File: src/logic/spm_pkg.sv
// spm_pkg: register map, field positions, states and timing for the power state manager
// assumes a 250 MHz system clock and an apb master with 32-bit data
package spm_pkg;

	// clock and timing
	localparam int          CLK_MHZ          = 250;
	localparam int          BEEP_PERIOD_S    = 15;
	localparam int          HIB_STEP_S       = 30;
	localparam longint      BEEP_PERIOD_CYC  = longint'(BEEP_PERIOD_S) * CLK_MHZ * 1000000;
	localparam longint      HIB_STEP_CYC     = longint'(HIB_STEP_S) * CLK_MHZ * 1000000;
	localparam int          BEEP_LEN_CYC     = 16;
	localparam logic [4:0]  HIB_STEPS_MIN    = 5'h01;
	localparam logic [4:0]  HIB_STEPS_MAX    = 5'h1e;

	// register byte offsets
	localparam logic [7:0]  CTRL_OFS         = 8'h00;
	localparam logic [7:0]  CMD_OFS          = 8'h04;
	localparam logic [7:0]  STAT_OFS         = 8'h08;
	localparam logic [7:0]  EVT_OFS          = 8'h0c;

	// ctrl fields
	localparam int          CTRL_HIB_EN      = 0;
	localparam int          CTRL_IDLE_EN     = 1;
	localparam int          CTRL_HIB_LO      = 8;
	localparam int          CTRL_HIB_HI      = 12;
	localparam logic [31:0] CTRL_RST         = 32'h0000_1e03;

	// cmd fields (write one to act)
	localparam int          CMD_CONFIRM_OFF  = 0;
	localparam int          CMD_STAY_ON      = 1;
	localparam int          CMD_SAVED        = 2;
	localparam int          CMD_HIB_FILE     = 3;
	localparam int          CMD_OS_IDLE      = 4;
	localparam int          CMD_RESUME_OK    = 5;
	localparam int          CMD_RESUME_ABORT = 6;

	// event bits, shared by sticky status and smi cause
	localparam int          EV_PWR           = 0;
	localparam int          EV_SUSP          = 1;
	localparam int          EV_HIB           = 2;
	localparam int          EV_CRIT          = 3;
	localparam int          EV_WAKE          = 4;
	localparam int          EV_W             = 5;

	typedef enum logic [2:0] {
		ST_OFF     = 3'b000,
		ST_ON      = 3'b001,
		ST_IDLE    = 3'b011,
		ST_SUSPEND = 3'b010,
		ST_HIBER   = 3'b110,
		ST_RESUME  = 3'b111
	} spm_state_t;

	// pending firmware decision while on or suspended
	typedef enum logic [1:0] {
		PD_NONE = 2'b00,
		PD_OFF  = 2'b01,
		PD_SUSP = 2'b11,
		PD_HIB  = 2'b10
	} spm_pend_t;

endpackage : spm_pkg

File: src/logic/spm_top.sv
// spm_top: power state controller with battery warnings and pack selection
// assumes button and battery inputs are asynchronous pins, apb on clk
`timescale 1ns/1ps
`default_nettype none

// How it works
// - low level one: flash indicator, beep once each fifteen seconds
// - critical level: hibernate when enabled and hibernation file saved, else suspend; in suspend, critical hibernates even when not enabled
// - while critical persists, suspend button does not wake from suspend; ring or alarm still do
// - one pack supplies at a time; switch to next when depleted
// - beep when battery goes low and when supply switches pack
// - led steady while charging, blinking when low, dark when full
// - hibernation timeout 0.5 to 15 minutes in half minute steps
// - drive idle or screen timeout expiry enters local standby, powers down
// - local standby throttles processor clock
// - idle calls when enabled put processor in stop grant
// - off plus power button: power on, best performance, defaults, then on
// - on plus power button: smi, firmware confirms off or stays on
// - on plus suspend: smi, firmware saves to dram, then suspend
// - on plus hibernation button or timer: smi, power off after disk save
// - on plus os idle request: stop processor clock, system idle
// - system idle plus interrupt or smi: restart clock, back to on
// - on plus critical: smi, hibernate if enabled and file exists else suspend
// - suspend plus button, ring or alarm: restart clock, power up, on
// - suspend plus timer or critical: clock on, stay or hibernate after save
// - suspend plus one percent level: power off, go to off
// - hibernation plus power button: power up, on or back if aborted
module spm_top (
	// clock and reset
	input  wire logic        clk,
	input  wire logic        rst_b,
	// apb slave
	input  wire logic        psel,
	input  wire logic        penable,
	input  wire logic        pwrite,
	input  wire logic [7:0]  paddr,
	input  wire logic [31:0] pwdata,
	output logic      [31:0] prdata,
	output logic             pready,
	output logic             pslverr,
	// buttons and wake pins
	input  wire logic        pwr_btn,
	input  wire logic        susp_btn,
	input  wire logic        hib_btn,
	input  wire logic        ring_in,
	input  wire logic        alarm_in,
	input  wire logic        irq_in,
	// battery sense
	input  wire logic        batt_low1,
	input  wire logic        batt_crit,
	input  wire logic        batt_exhaust,
	input  wire logic        batt_charging,
	input  wire logic        pack_depleted,
	// subsystem timeouts
	input  wire logic        hdd_timeout,
	input  wire logic        scr_timeout,
	// outputs
	output logic             sys_pwr_on,
	output logic             dev_pwr_on,
	output logic             best_perf,
	output logic             cpu_clk_stop,
	output logic             cpu_throttle,
	output logic             stop_grant,
	output logic             hdd_pwr_down,
	output logic             scr_pwr_down,
	output logic             smi,
	output logic             led_charge,
	output logic             batt_flash,
	output logic             beep,
	output logic             pack_sel
);

	localparam int NSYNC = 13;

	typedef struct packed {
		logic [NSYNC-1:0] s1;
		logic [NSYNC-1:0] s2;
		logic [NSYNC-1:0] s3;
		spm_pkg::spm_state_t st;
		spm_pkg::spm_pend_t  pend;
		logic [31:0]         ctrl;
		logic [spm_pkg::EV_W-1:0] evt;
		logic                smi;
		logic                stby;
		logic [31:0]         beep_cnt;
		logic [7:0]          beep_len;
		logic [32:0]         step_cnt;
		logic [4:0]          hib_cnt;
		logic                hib_exp;
		logic [24:0]         blink;
		logic                pack;
		logic [31:0]         prdata;
	} spm_regs_t;

	spm_regs_t r_reg;
	spm_regs_t r_next;

	logic [NSYNC-1:0] pins;
	logic [NSYNC-1:0] lv;
	logic [NSYNC-1:0] rise;
	logic             wr;
	logic             rd;
	logic [31:0]      cmd;
	logic             crit;
	logic [4:0]       hib_steps;

	// synchroniser input order
	localparam int I_PWR = 0;
	localparam int I_SUS = 1;
	localparam int I_HIB = 2;
	localparam int I_RNG = 3;
	localparam int I_ALM = 4;
	localparam int I_IRQ = 5;
	localparam int I_LO1 = 6;
	localparam int I_CRT = 7;
	localparam int I_EXH = 8;
	localparam int I_CHG = 9;
	localparam int I_DEP = 10;
	localparam int I_HDD = 11;
	localparam int I_SCR = 12;

	function automatic logic [4:0] clamp_steps(input logic [4:0] v);
		if (v < spm_pkg::HIB_STEPS_MIN)
			return spm_pkg::HIB_STEPS_MIN;
		else if (v > spm_pkg::HIB_STEPS_MAX)
			return spm_pkg::HIB_STEPS_MAX;
		else
			return v;
	endfunction : clamp_steps

	assign pins = {scr_timeout, hdd_timeout, pack_depleted, batt_charging, batt_exhaust,
		batt_crit, batt_low1, irq_in, alarm_in, ring_in, hib_btn, susp_btn, pwr_btn};
	assign lv   = r_reg.s2;
	assign rise = r_reg.s2 & ~r_reg.s3;
	assign wr   = psel & penable & pwrite;
	assign rd   = psel & ~penable & ~pwrite;
	assign cmd  = (wr && paddr == spm_pkg::CMD_OFS) ? pwdata : 32'h0000_0000;
	assign crit = lv[I_CRT];
	assign hib_steps = clamp_steps(r_reg.ctrl[spm_pkg::CTRL_HIB_HI:spm_pkg::CTRL_HIB_LO]);

	always_comb
	begin
		r_next          = r_reg;
		r_next.s1       = pins;
		r_next.s2       = r_reg.s1;
		r_next.s3       = r_reg.s2;
		r_next.smi      = 1'b0;
		r_next.hib_exp  = 1'b0;

		// apb registers
		if (wr && paddr == spm_pkg::CTRL_OFS)
		begin
			r_next.ctrl = pwdata;
			r_next.ctrl[spm_pkg::CTRL_HIB_HI:spm_pkg::CTRL_HIB_LO] =
				clamp_steps(pwdata[spm_pkg::CTRL_HIB_HI:spm_pkg::CTRL_HIB_LO]);
		end
		// events cleared first, so a set below wins
		if (wr && paddr == spm_pkg::EVT_OFS)
			r_next.evt = r_reg.evt & ~pwdata[spm_pkg::EV_W-1:0];
		if (rd)
		begin
			unique case (paddr)
				spm_pkg::CTRL_OFS: r_next.prdata = r_reg.ctrl;
				spm_pkg::STAT_OFS: r_next.prdata = {20'h00000, r_reg.pack, r_reg.stby, lv[I_CRT],
					lv[I_LO1], r_reg.pend, 3'h0, r_reg.st};
				spm_pkg::EVT_OFS:  r_next.prdata = {27'h0000000, r_reg.evt};
				default:           r_next.prdata = 32'h0000_0000;
			endcase
		end

		// hibernation timer runs while on or suspended
		if (r_reg.st == spm_pkg::ST_ON || r_reg.st == spm_pkg::ST_SUSPEND)
		begin
			if (r_reg.step_cnt >= 33'(spm_pkg::HIB_STEP_CYC - 1))
			begin
				r_next.step_cnt = 33'h0_0000_0000;
				if (r_reg.hib_cnt + 5'h01 >= hib_steps)
				begin
					r_next.hib_cnt = 5'h00;
					r_next.hib_exp = r_reg.ctrl[spm_pkg::CTRL_HIB_EN];
				end
				else
					r_next.hib_cnt = r_reg.hib_cnt + 5'h01;
			end
			else
				r_next.step_cnt = r_reg.step_cnt + 33'h0_0000_0001;
		end
		else
		begin
			r_next.step_cnt = 33'h0_0000_0000;
			r_next.hib_cnt  = 5'h00;
		end

		r_next.blink = r_reg.blink + 25'h0000001;
		if (r_reg.beep_len != 8'h00)
			r_next.beep_len = r_reg.beep_len - 8'h01;
		if (lv[I_LO1])
		begin
			if (r_reg.beep_cnt >= 32'(spm_pkg::BEEP_PERIOD_CYC - 1))
			begin
				r_next.beep_cnt = 32'h0000_0000;
				r_next.beep_len = 8'(spm_pkg::BEEP_LEN_CYC);
			end
			else
				r_next.beep_cnt = r_reg.beep_cnt + 32'h0000_0001;
		end
		else
			r_next.beep_cnt = 32'h0000_0000;
		if (rise[I_LO1])
			r_next.beep_len = 8'(spm_pkg::BEEP_LEN_CYC);
		if (rise[I_DEP])
		begin
			r_next.pack     = ~r_reg.pack;
			r_next.beep_len = 8'(spm_pkg::BEEP_LEN_CYC);
		end

		if (r_reg.st == spm_pkg::ST_ON && (lv[I_HDD] || lv[I_SCR]))
			r_next.stby = 1'b1;
		else if (r_reg.st != spm_pkg::ST_ON || rise[I_IRQ])
			r_next.stby = 1'b0;

		// one trigger per cycle, battery first
		unique case (r_reg.st)
			spm_pkg::ST_OFF:
			begin
				if (rise[I_PWR] && !lv[I_EXH])
					r_next.st = spm_pkg::ST_ON;
			end
			spm_pkg::ST_ON:
			begin
				if (r_reg.pend == spm_pkg::PD_NONE)
				begin
					if (crit)
					begin
						r_next.smi  = 1'b1;
						r_next.evt[spm_pkg::EV_CRIT] = 1'b1;
						r_next.pend = r_reg.ctrl[spm_pkg::CTRL_HIB_EN] ? spm_pkg::PD_HIB : spm_pkg::PD_SUSP;
					end
					else if (rise[I_PWR])
					begin
						r_next.smi  = 1'b1;
						r_next.evt[spm_pkg::EV_PWR] = 1'b1;
						r_next.pend = spm_pkg::PD_OFF;
					end
					else if (rise[I_SUS])
					begin
						r_next.smi  = 1'b1;
						r_next.evt[spm_pkg::EV_SUSP] = 1'b1;
						r_next.pend = spm_pkg::PD_SUSP;
					end
					else if (rise[I_HIB] || r_reg.hib_exp)
					begin
						r_next.smi  = 1'b1;
						r_next.evt[spm_pkg::EV_HIB] = 1'b1;
						r_next.pend = spm_pkg::PD_HIB;
					end
					else if (cmd[spm_pkg::CMD_OS_IDLE])
						r_next.st = spm_pkg::ST_IDLE;
				end
				else if (r_reg.pend == spm_pkg::PD_OFF)
				begin
					if (cmd[spm_pkg::CMD_CONFIRM_OFF])
					begin
						r_next.st   = spm_pkg::ST_OFF;
						r_next.pend = spm_pkg::PD_NONE;
					end
					else if (cmd[spm_pkg::CMD_STAY_ON])
						r_next.pend = spm_pkg::PD_NONE;
				end
				// suspend or hibernate pending, on saved: hibernate or suspend
				else if (cmd[spm_pkg::CMD_SAVED])
				begin
					if (r_reg.pend == spm_pkg::PD_HIB && (!crit || cmd[spm_pkg::CMD_HIB_FILE]))
						r_next.st = spm_pkg::ST_HIBER;
					else
						r_next.st = spm_pkg::ST_SUSPEND;
					r_next.pend = spm_pkg::PD_NONE;
				end
			end
			spm_pkg::ST_IDLE:
			begin
				if (rise[I_IRQ] || crit || rise[I_PWR] || rise[I_SUS] || rise[I_HIB])
					r_next.st = spm_pkg::ST_ON;
			end
			spm_pkg::ST_SUSPEND:
			begin
				if (lv[I_EXH])
				begin
					r_next.st   = spm_pkg::ST_OFF;
					r_next.pend = spm_pkg::PD_NONE;
				end
				else if (r_reg.pend == spm_pkg::PD_HIB)
				begin
					if (cmd[spm_pkg::CMD_SAVED])
					begin
						r_next.st   = cmd[spm_pkg::CMD_HIB_FILE] ? spm_pkg::ST_HIBER : spm_pkg::ST_SUSPEND;
						r_next.pend = spm_pkg::PD_NONE;
					end
				end
				else if (rise[I_CRT] || r_reg.hib_exp)
				begin
					r_next.smi  = 1'b1;
					r_next.evt[spm_pkg::EV_HIB] = 1'b1;
					r_next.pend = spm_pkg::PD_HIB;
				end
				else if ((rise[I_SUS] && !crit) || rise[I_RNG] || rise[I_ALM])
				begin
					r_next.smi  = 1'b1;
					r_next.evt[spm_pkg::EV_WAKE] = 1'b1;
					r_next.st   = spm_pkg::ST_ON;
				end
			end
			spm_pkg::ST_HIBER:
			begin
				if (rise[I_PWR] && !crit)
					r_next.st = spm_pkg::ST_RESUME;
			end
			spm_pkg::ST_RESUME:
			begin
				if (cmd[spm_pkg::CMD_RESUME_ABORT])
					r_next.st = spm_pkg::ST_HIBER;
				else if (cmd[spm_pkg::CMD_RESUME_OK])
					r_next.st = spm_pkg::ST_ON;
			end
			default:
				r_next.st = spm_pkg::ST_OFF;
		endcase

	end

	always_ff @(posedge clk)
	begin
		if (!rst_b)
		begin
			r_reg      <= '0;
			r_reg.ctrl <= spm_pkg::CTRL_RST;
			r_reg.st   <= spm_pkg::ST_OFF;
			r_reg.pend <= spm_pkg::PD_NONE;
		end
		else
			r_reg <= r_next;
	end

	// apb answers in the access cycle
	assign pready  = 1'b1;
	assign pslverr = psel & penable & ~(paddr == spm_pkg::CTRL_OFS || paddr == spm_pkg::CMD_OFS ||
		paddr == spm_pkg::STAT_OFS || paddr == spm_pkg::EVT_OFS);
	assign prdata  = r_reg.prdata;

	assign sys_pwr_on   = r_reg.st != spm_pkg::ST_OFF && r_reg.st != spm_pkg::ST_HIBER;
	assign dev_pwr_on   = r_reg.st == spm_pkg::ST_ON || r_reg.st == spm_pkg::ST_IDLE || r_reg.st == spm_pkg::ST_RESUME;
	assign best_perf    = dev_pwr_on & ~r_reg.stby;
	// clock stop in idle and in suspend with nothing pending
	assign cpu_clk_stop = (r_reg.st == spm_pkg::ST_IDLE) ||
		(r_reg.st == spm_pkg::ST_SUSPEND && r_reg.pend == spm_pkg::PD_NONE);
	assign cpu_throttle = r_reg.stby;
	assign stop_grant   = r_reg.st == spm_pkg::ST_IDLE && r_reg.ctrl[spm_pkg::CTRL_IDLE_EN];
	assign hdd_pwr_down = r_reg.stby & lv[I_HDD];
	assign scr_pwr_down = r_reg.stby & lv[I_SCR];
	assign smi          = r_reg.smi;
	assign led_charge   = lv[I_LO1] ? r_reg.blink[24] : lv[I_CHG];
	assign batt_flash   = lv[I_LO1] & r_reg.blink[24];
	assign beep         = r_reg.beep_len != 8'h00;
	assign pack_sel     = r_reg.pack;
endmodule : spm_top

`default_nettype wire

File: config.mk
export PLATFORM = sky130hd
export DESIGN_NAME = spm_top
export DESIGN_NICKNAME = d
export VERILOG_FILES = /design/src/logic/spm_pkg.sv /design/src/logic/spm_top.sv
export SDC_FILE = /design/constraint.sdc
export NUM_CORES = 1
export LEC_CHECK = 0
export BUFFER_PORTS_ARGS = -buffer_cell sky130_fd_sc_hd__buf_2
export CAP_MARGIN = 10
export CORE_MARGIN = 5
export CORE_UTILIZATION = 45
export DETAILED_ROUTE_END_ITERATION = 16
export PLACE_DENSITY_LB_ADDON = 0.12
export REMOVE_ABC_BUFFERS = 1
export SYNTH_ARGS = -nofsm -noshare
export SYNTH_HDL_FRONTEND = slang
export SYNTH_SLANG_ARGS = --single-unit
File: constraint.sdc
create_clock -name clk -period 3.6 [get_ports clk]
set_input_delay 0.36 -clock clk [delete_from_list [all_inputs] [get_ports clk]]
set_output_delay 0.36 -clock clk [all_outputs]
set_load 0.01 [all_outputs]
==> impl_metrics.csv <==
group,metric,value,unit
final_layout,drive_gt1_share,14.6,%
timing,holdWs,0.0571,ns
route,vias_per_cell,5.12,
route,dr.pass1.iters,5,
final_layout,design_area,10700,sq um
global_routing,antenna_found_initial,0,
timing,setup_tns,0,ns
timing,setup_viol,0,
logic_synthesis,synth_cell_types,74,
logic_synthesis,synth_area,9470,sq um
logic_synthesis,synthCells,1096,
global_routing,grt.total_usage,16.5,%
floorplanning,start_util,45.4,%
worst_setup_path,worstPathMaxFanout,5,
logic_synthesis,synth-edff-count,0,
clock_network,cts_tree,"yes",
worst_setup_path,crit_path_start_kind,"register",
clock_network,cts-root-buf,"clkbuf_16",
timing,slew_headroom,44.5,%
timing,final-hold-violation-count,0,
logic_synthesis,synthArstFlopShare,0,%
clock_network,cts_resized,0,
worst_setup_path,worst-setup-path-type,"reg2out",
logic_synthesis,synthFlopType,"dfxtp_1",
min_path,hold-path-endpoint,"r_next[194]$_SDFF_PN0_",
route,drtAntennaViolNets,0,
clock_network,post_cts_buffers,0,
logic_synthesis,avgSynthCellArea,8.64,sq um
placed_design,gp_congestion,0.855,
min_path,hold_class,"in2reg",
final_layout,nets,1221,
min_path,min_from,"pwr_btn",
worst_setup_path,critPathArrivalTime,2.22,ns
worst_setup_path,rr_endpoint,"r_reg[92]$_SDFF_PP0_",
placed_design,dp.cells,1402,
final_layout,largest_reg_flops,155,
floorplanning,die_area,24100,sq um
final_layout,diodes,0,
worst_setup_path,cpMaxStageDelayCell,"nor3_1",
final_layout,synthToLayoutAreaGrowth,13.1,%
global_routing,grt_start_max_net_pins,40,
power_and_ir_drop,powerDensity,525,nW/um^2
global_routing,grt_pass1_vias,6850,
logic_synthesis,seq_area_frac_synth,45.6,%
clock_network,clock_path_buffers,3,
placed_design,dp_slack,1.09,ns
placed_design,numPortBuffers,103,
timing,fmax,0.388,GHz
timing,post-route-period-util,71.6,%
final_layout,stdcell_count,1442,
worst_setup_path,cpPeakStageDelay,0.52,ns
logic_synthesis,yosys_warnings,0,
floorplanning,pin_count,105,
clock_network,htreeDepth,1,
final_layout,fin_util,51.3,%
route,dr_total_vias,7380,
floorplanning,core,20900,sq um
floorplanning,die_w,155,um
power_and_ir_drop,finalPower,5.62,mW
clock_network,clock-sinks,216,
worst_setup_path,crit_top_cell,"nor3_1",
min_path,holdPathStages,2,
timing,post-route-min-period,2.58,ns
worst_setup_path,crit_path_end_kind,"output pin",
worst_setup_path,cp_cell_sequence,"nor3_1 -> nand3b_1 -> nor3_1 -> inv_1 -> buf_2",
clock_network,clk_latency,0.51,ns
worst_setup_path,reg2reg_depth,8,
timing,rsz0062_at_grt,"no",
status,outcome,"complete, no violations",
clock_network,cts_hold_buf,0,
route,wl_per_cell,14.0,um
power_and_ir_drop,ir_worst_vdd,0.358,mV
global_routing,global_route.overflow_total,0,
timing,tightestPinTransition,0.833,ns
power_and_ir_drop,power.leakage,4.10,nW
run,maxCapViolCount,0,
clock_network,numCtsBuffers,24,
route,drt_wl_total,20200,um
logic_synthesis,synth-seq-cells,216,
placed_design,dpl_cell_area,9960,sq um
timing,setup_ws,1.02,ns
clock_network,path_clk_slew,0.06,ns
timing,fin_skew,0.0123,ns
floorplanning,num_rows,53,
worst_setup_path,cp.required,3.24,ns
global_routing,grt_pass1_wl,33900,um
route,first_iter_violations,350,
floorplanning,die_h,155,um
worst_setup_path,reg2reg_from,"r_reg[64]$_SDFF_PP0_",
worst_setup_path,rrSetupSlack,1.15,ns
placed_design,dp_hpwl,14100,um
route,drcViolationCount,0,
timing,finalMaxSlewViolations,0,
worst max path at each step:
stage / startpoint / end / slack, ns / depth (start not counted)
after floorplan: r_reg[64]$_SDFF_PP0_ / r_reg[66]$_SDFF_PP0_ / 0.96 / 7
after global placement: paddr[5] / r_reg[177]$_SDFFE_PN0P_ / 1.14 / 7
after detailed placement: paddr[5] / r_reg[177]$_SDFFE_PN0P_ / 1.09 / 7
after CTS: r_reg[99]$_SDFF_PP0_ / beep / 1.0 / 5
after global routing: r_reg[99]$_SDFF_PP0_ / beep / 0.75 / 5
final: r_reg[99]$_SDFF_PP0_ / beep / 1.02 / 5
metal layers:
metal | wire length (um) | global-route usage (%) | vias to the layer above
met4 | 354 | 3.70 | 0
met2 | 8680 | 25.5 | 159
met5 | 0 | 0 | -
met3 | 1150 | 2.89 | 28
li1 | - | - | 3811
met1 | 9990 | 24.3 | 3382
critical path: cells and delay by family (launching register included):
kind,cells,cell delay (ns)
flops,1,0.34
buf+inv,2,0.40
simple gates,3,0.98
kinds of logic (layout without fill, tap and decap cells):
kind of cell               count (synthesis)  in the layout  share of synthesized area, %
muxes                                     13             13                          1.39
other                                      1              1                        0.0396
xor gates and xnor gates                  88             88                          8.14
DFF                                      216            216                          45.6
buffers and inverters                    112            183                          6.18
and+or+nand+nor                          511            511                          26.9
AOI/OAI and AO/OA                        145            145                          10.4
adders and majority gates                 10             10                          1.32
synthesized netlist by cell type, types with 26 or more instances:
cell type,instances,area [sq um]
nor3_1,26,130
inv_1,28,105
dfxtp_1,216,4320
nand2_1,113,424
xnor2_1,38,333
and2_1,48,300
nand3_1,43,215
clkbuf_1,35,131
xor2_1,50,438
buf_4,33,248
nor2_1,164,616
a21oi_1,48,240
a22oi_1,29,218
cells in the final DEF, fill, tap and decap left out, drive strengths merged, types with 10 or more instances in the layout:
master,netlist,final
nor3,28,28
nand4,19,19
o21ai,10,10
nor2,164,164
clkbuf,35,34
inv,29,30
a21oi,48,48
xor2,50,50
a22oi,29,29
dfxtp,216,216
nor4,13,13
buf,48,114
and3,17,17
nand2b,12,12
nand3,43,43
mux2i,12,12
ha,10,10
and2,49,49
nand2,113,113
xnor2,38,38
where the power goes:
| part | leakage [nW] | switching (mW) | internal, mW |
|---|---|---|---|
| Sequential | 1.75 | 0.0943 | 2.46 |
| Combinational | 1.97 | 0.401 | 0.295 |
| Clock | 0.375 | 0.919 | 1.45 |
| Total | 4.10 | 1.41 | 4.21 |
cell type report:
cell class	count	area, sq um
fillers	2021	10200
multi-input cells	768	4580
flip-flops and latches	216	4320
clock buffers	34	679
repair buffers	114	598
well taps	275	344
inverters	29	109
clock inverters	6	83.8
No activity file was read; power rests on OpenSTA's default activity.
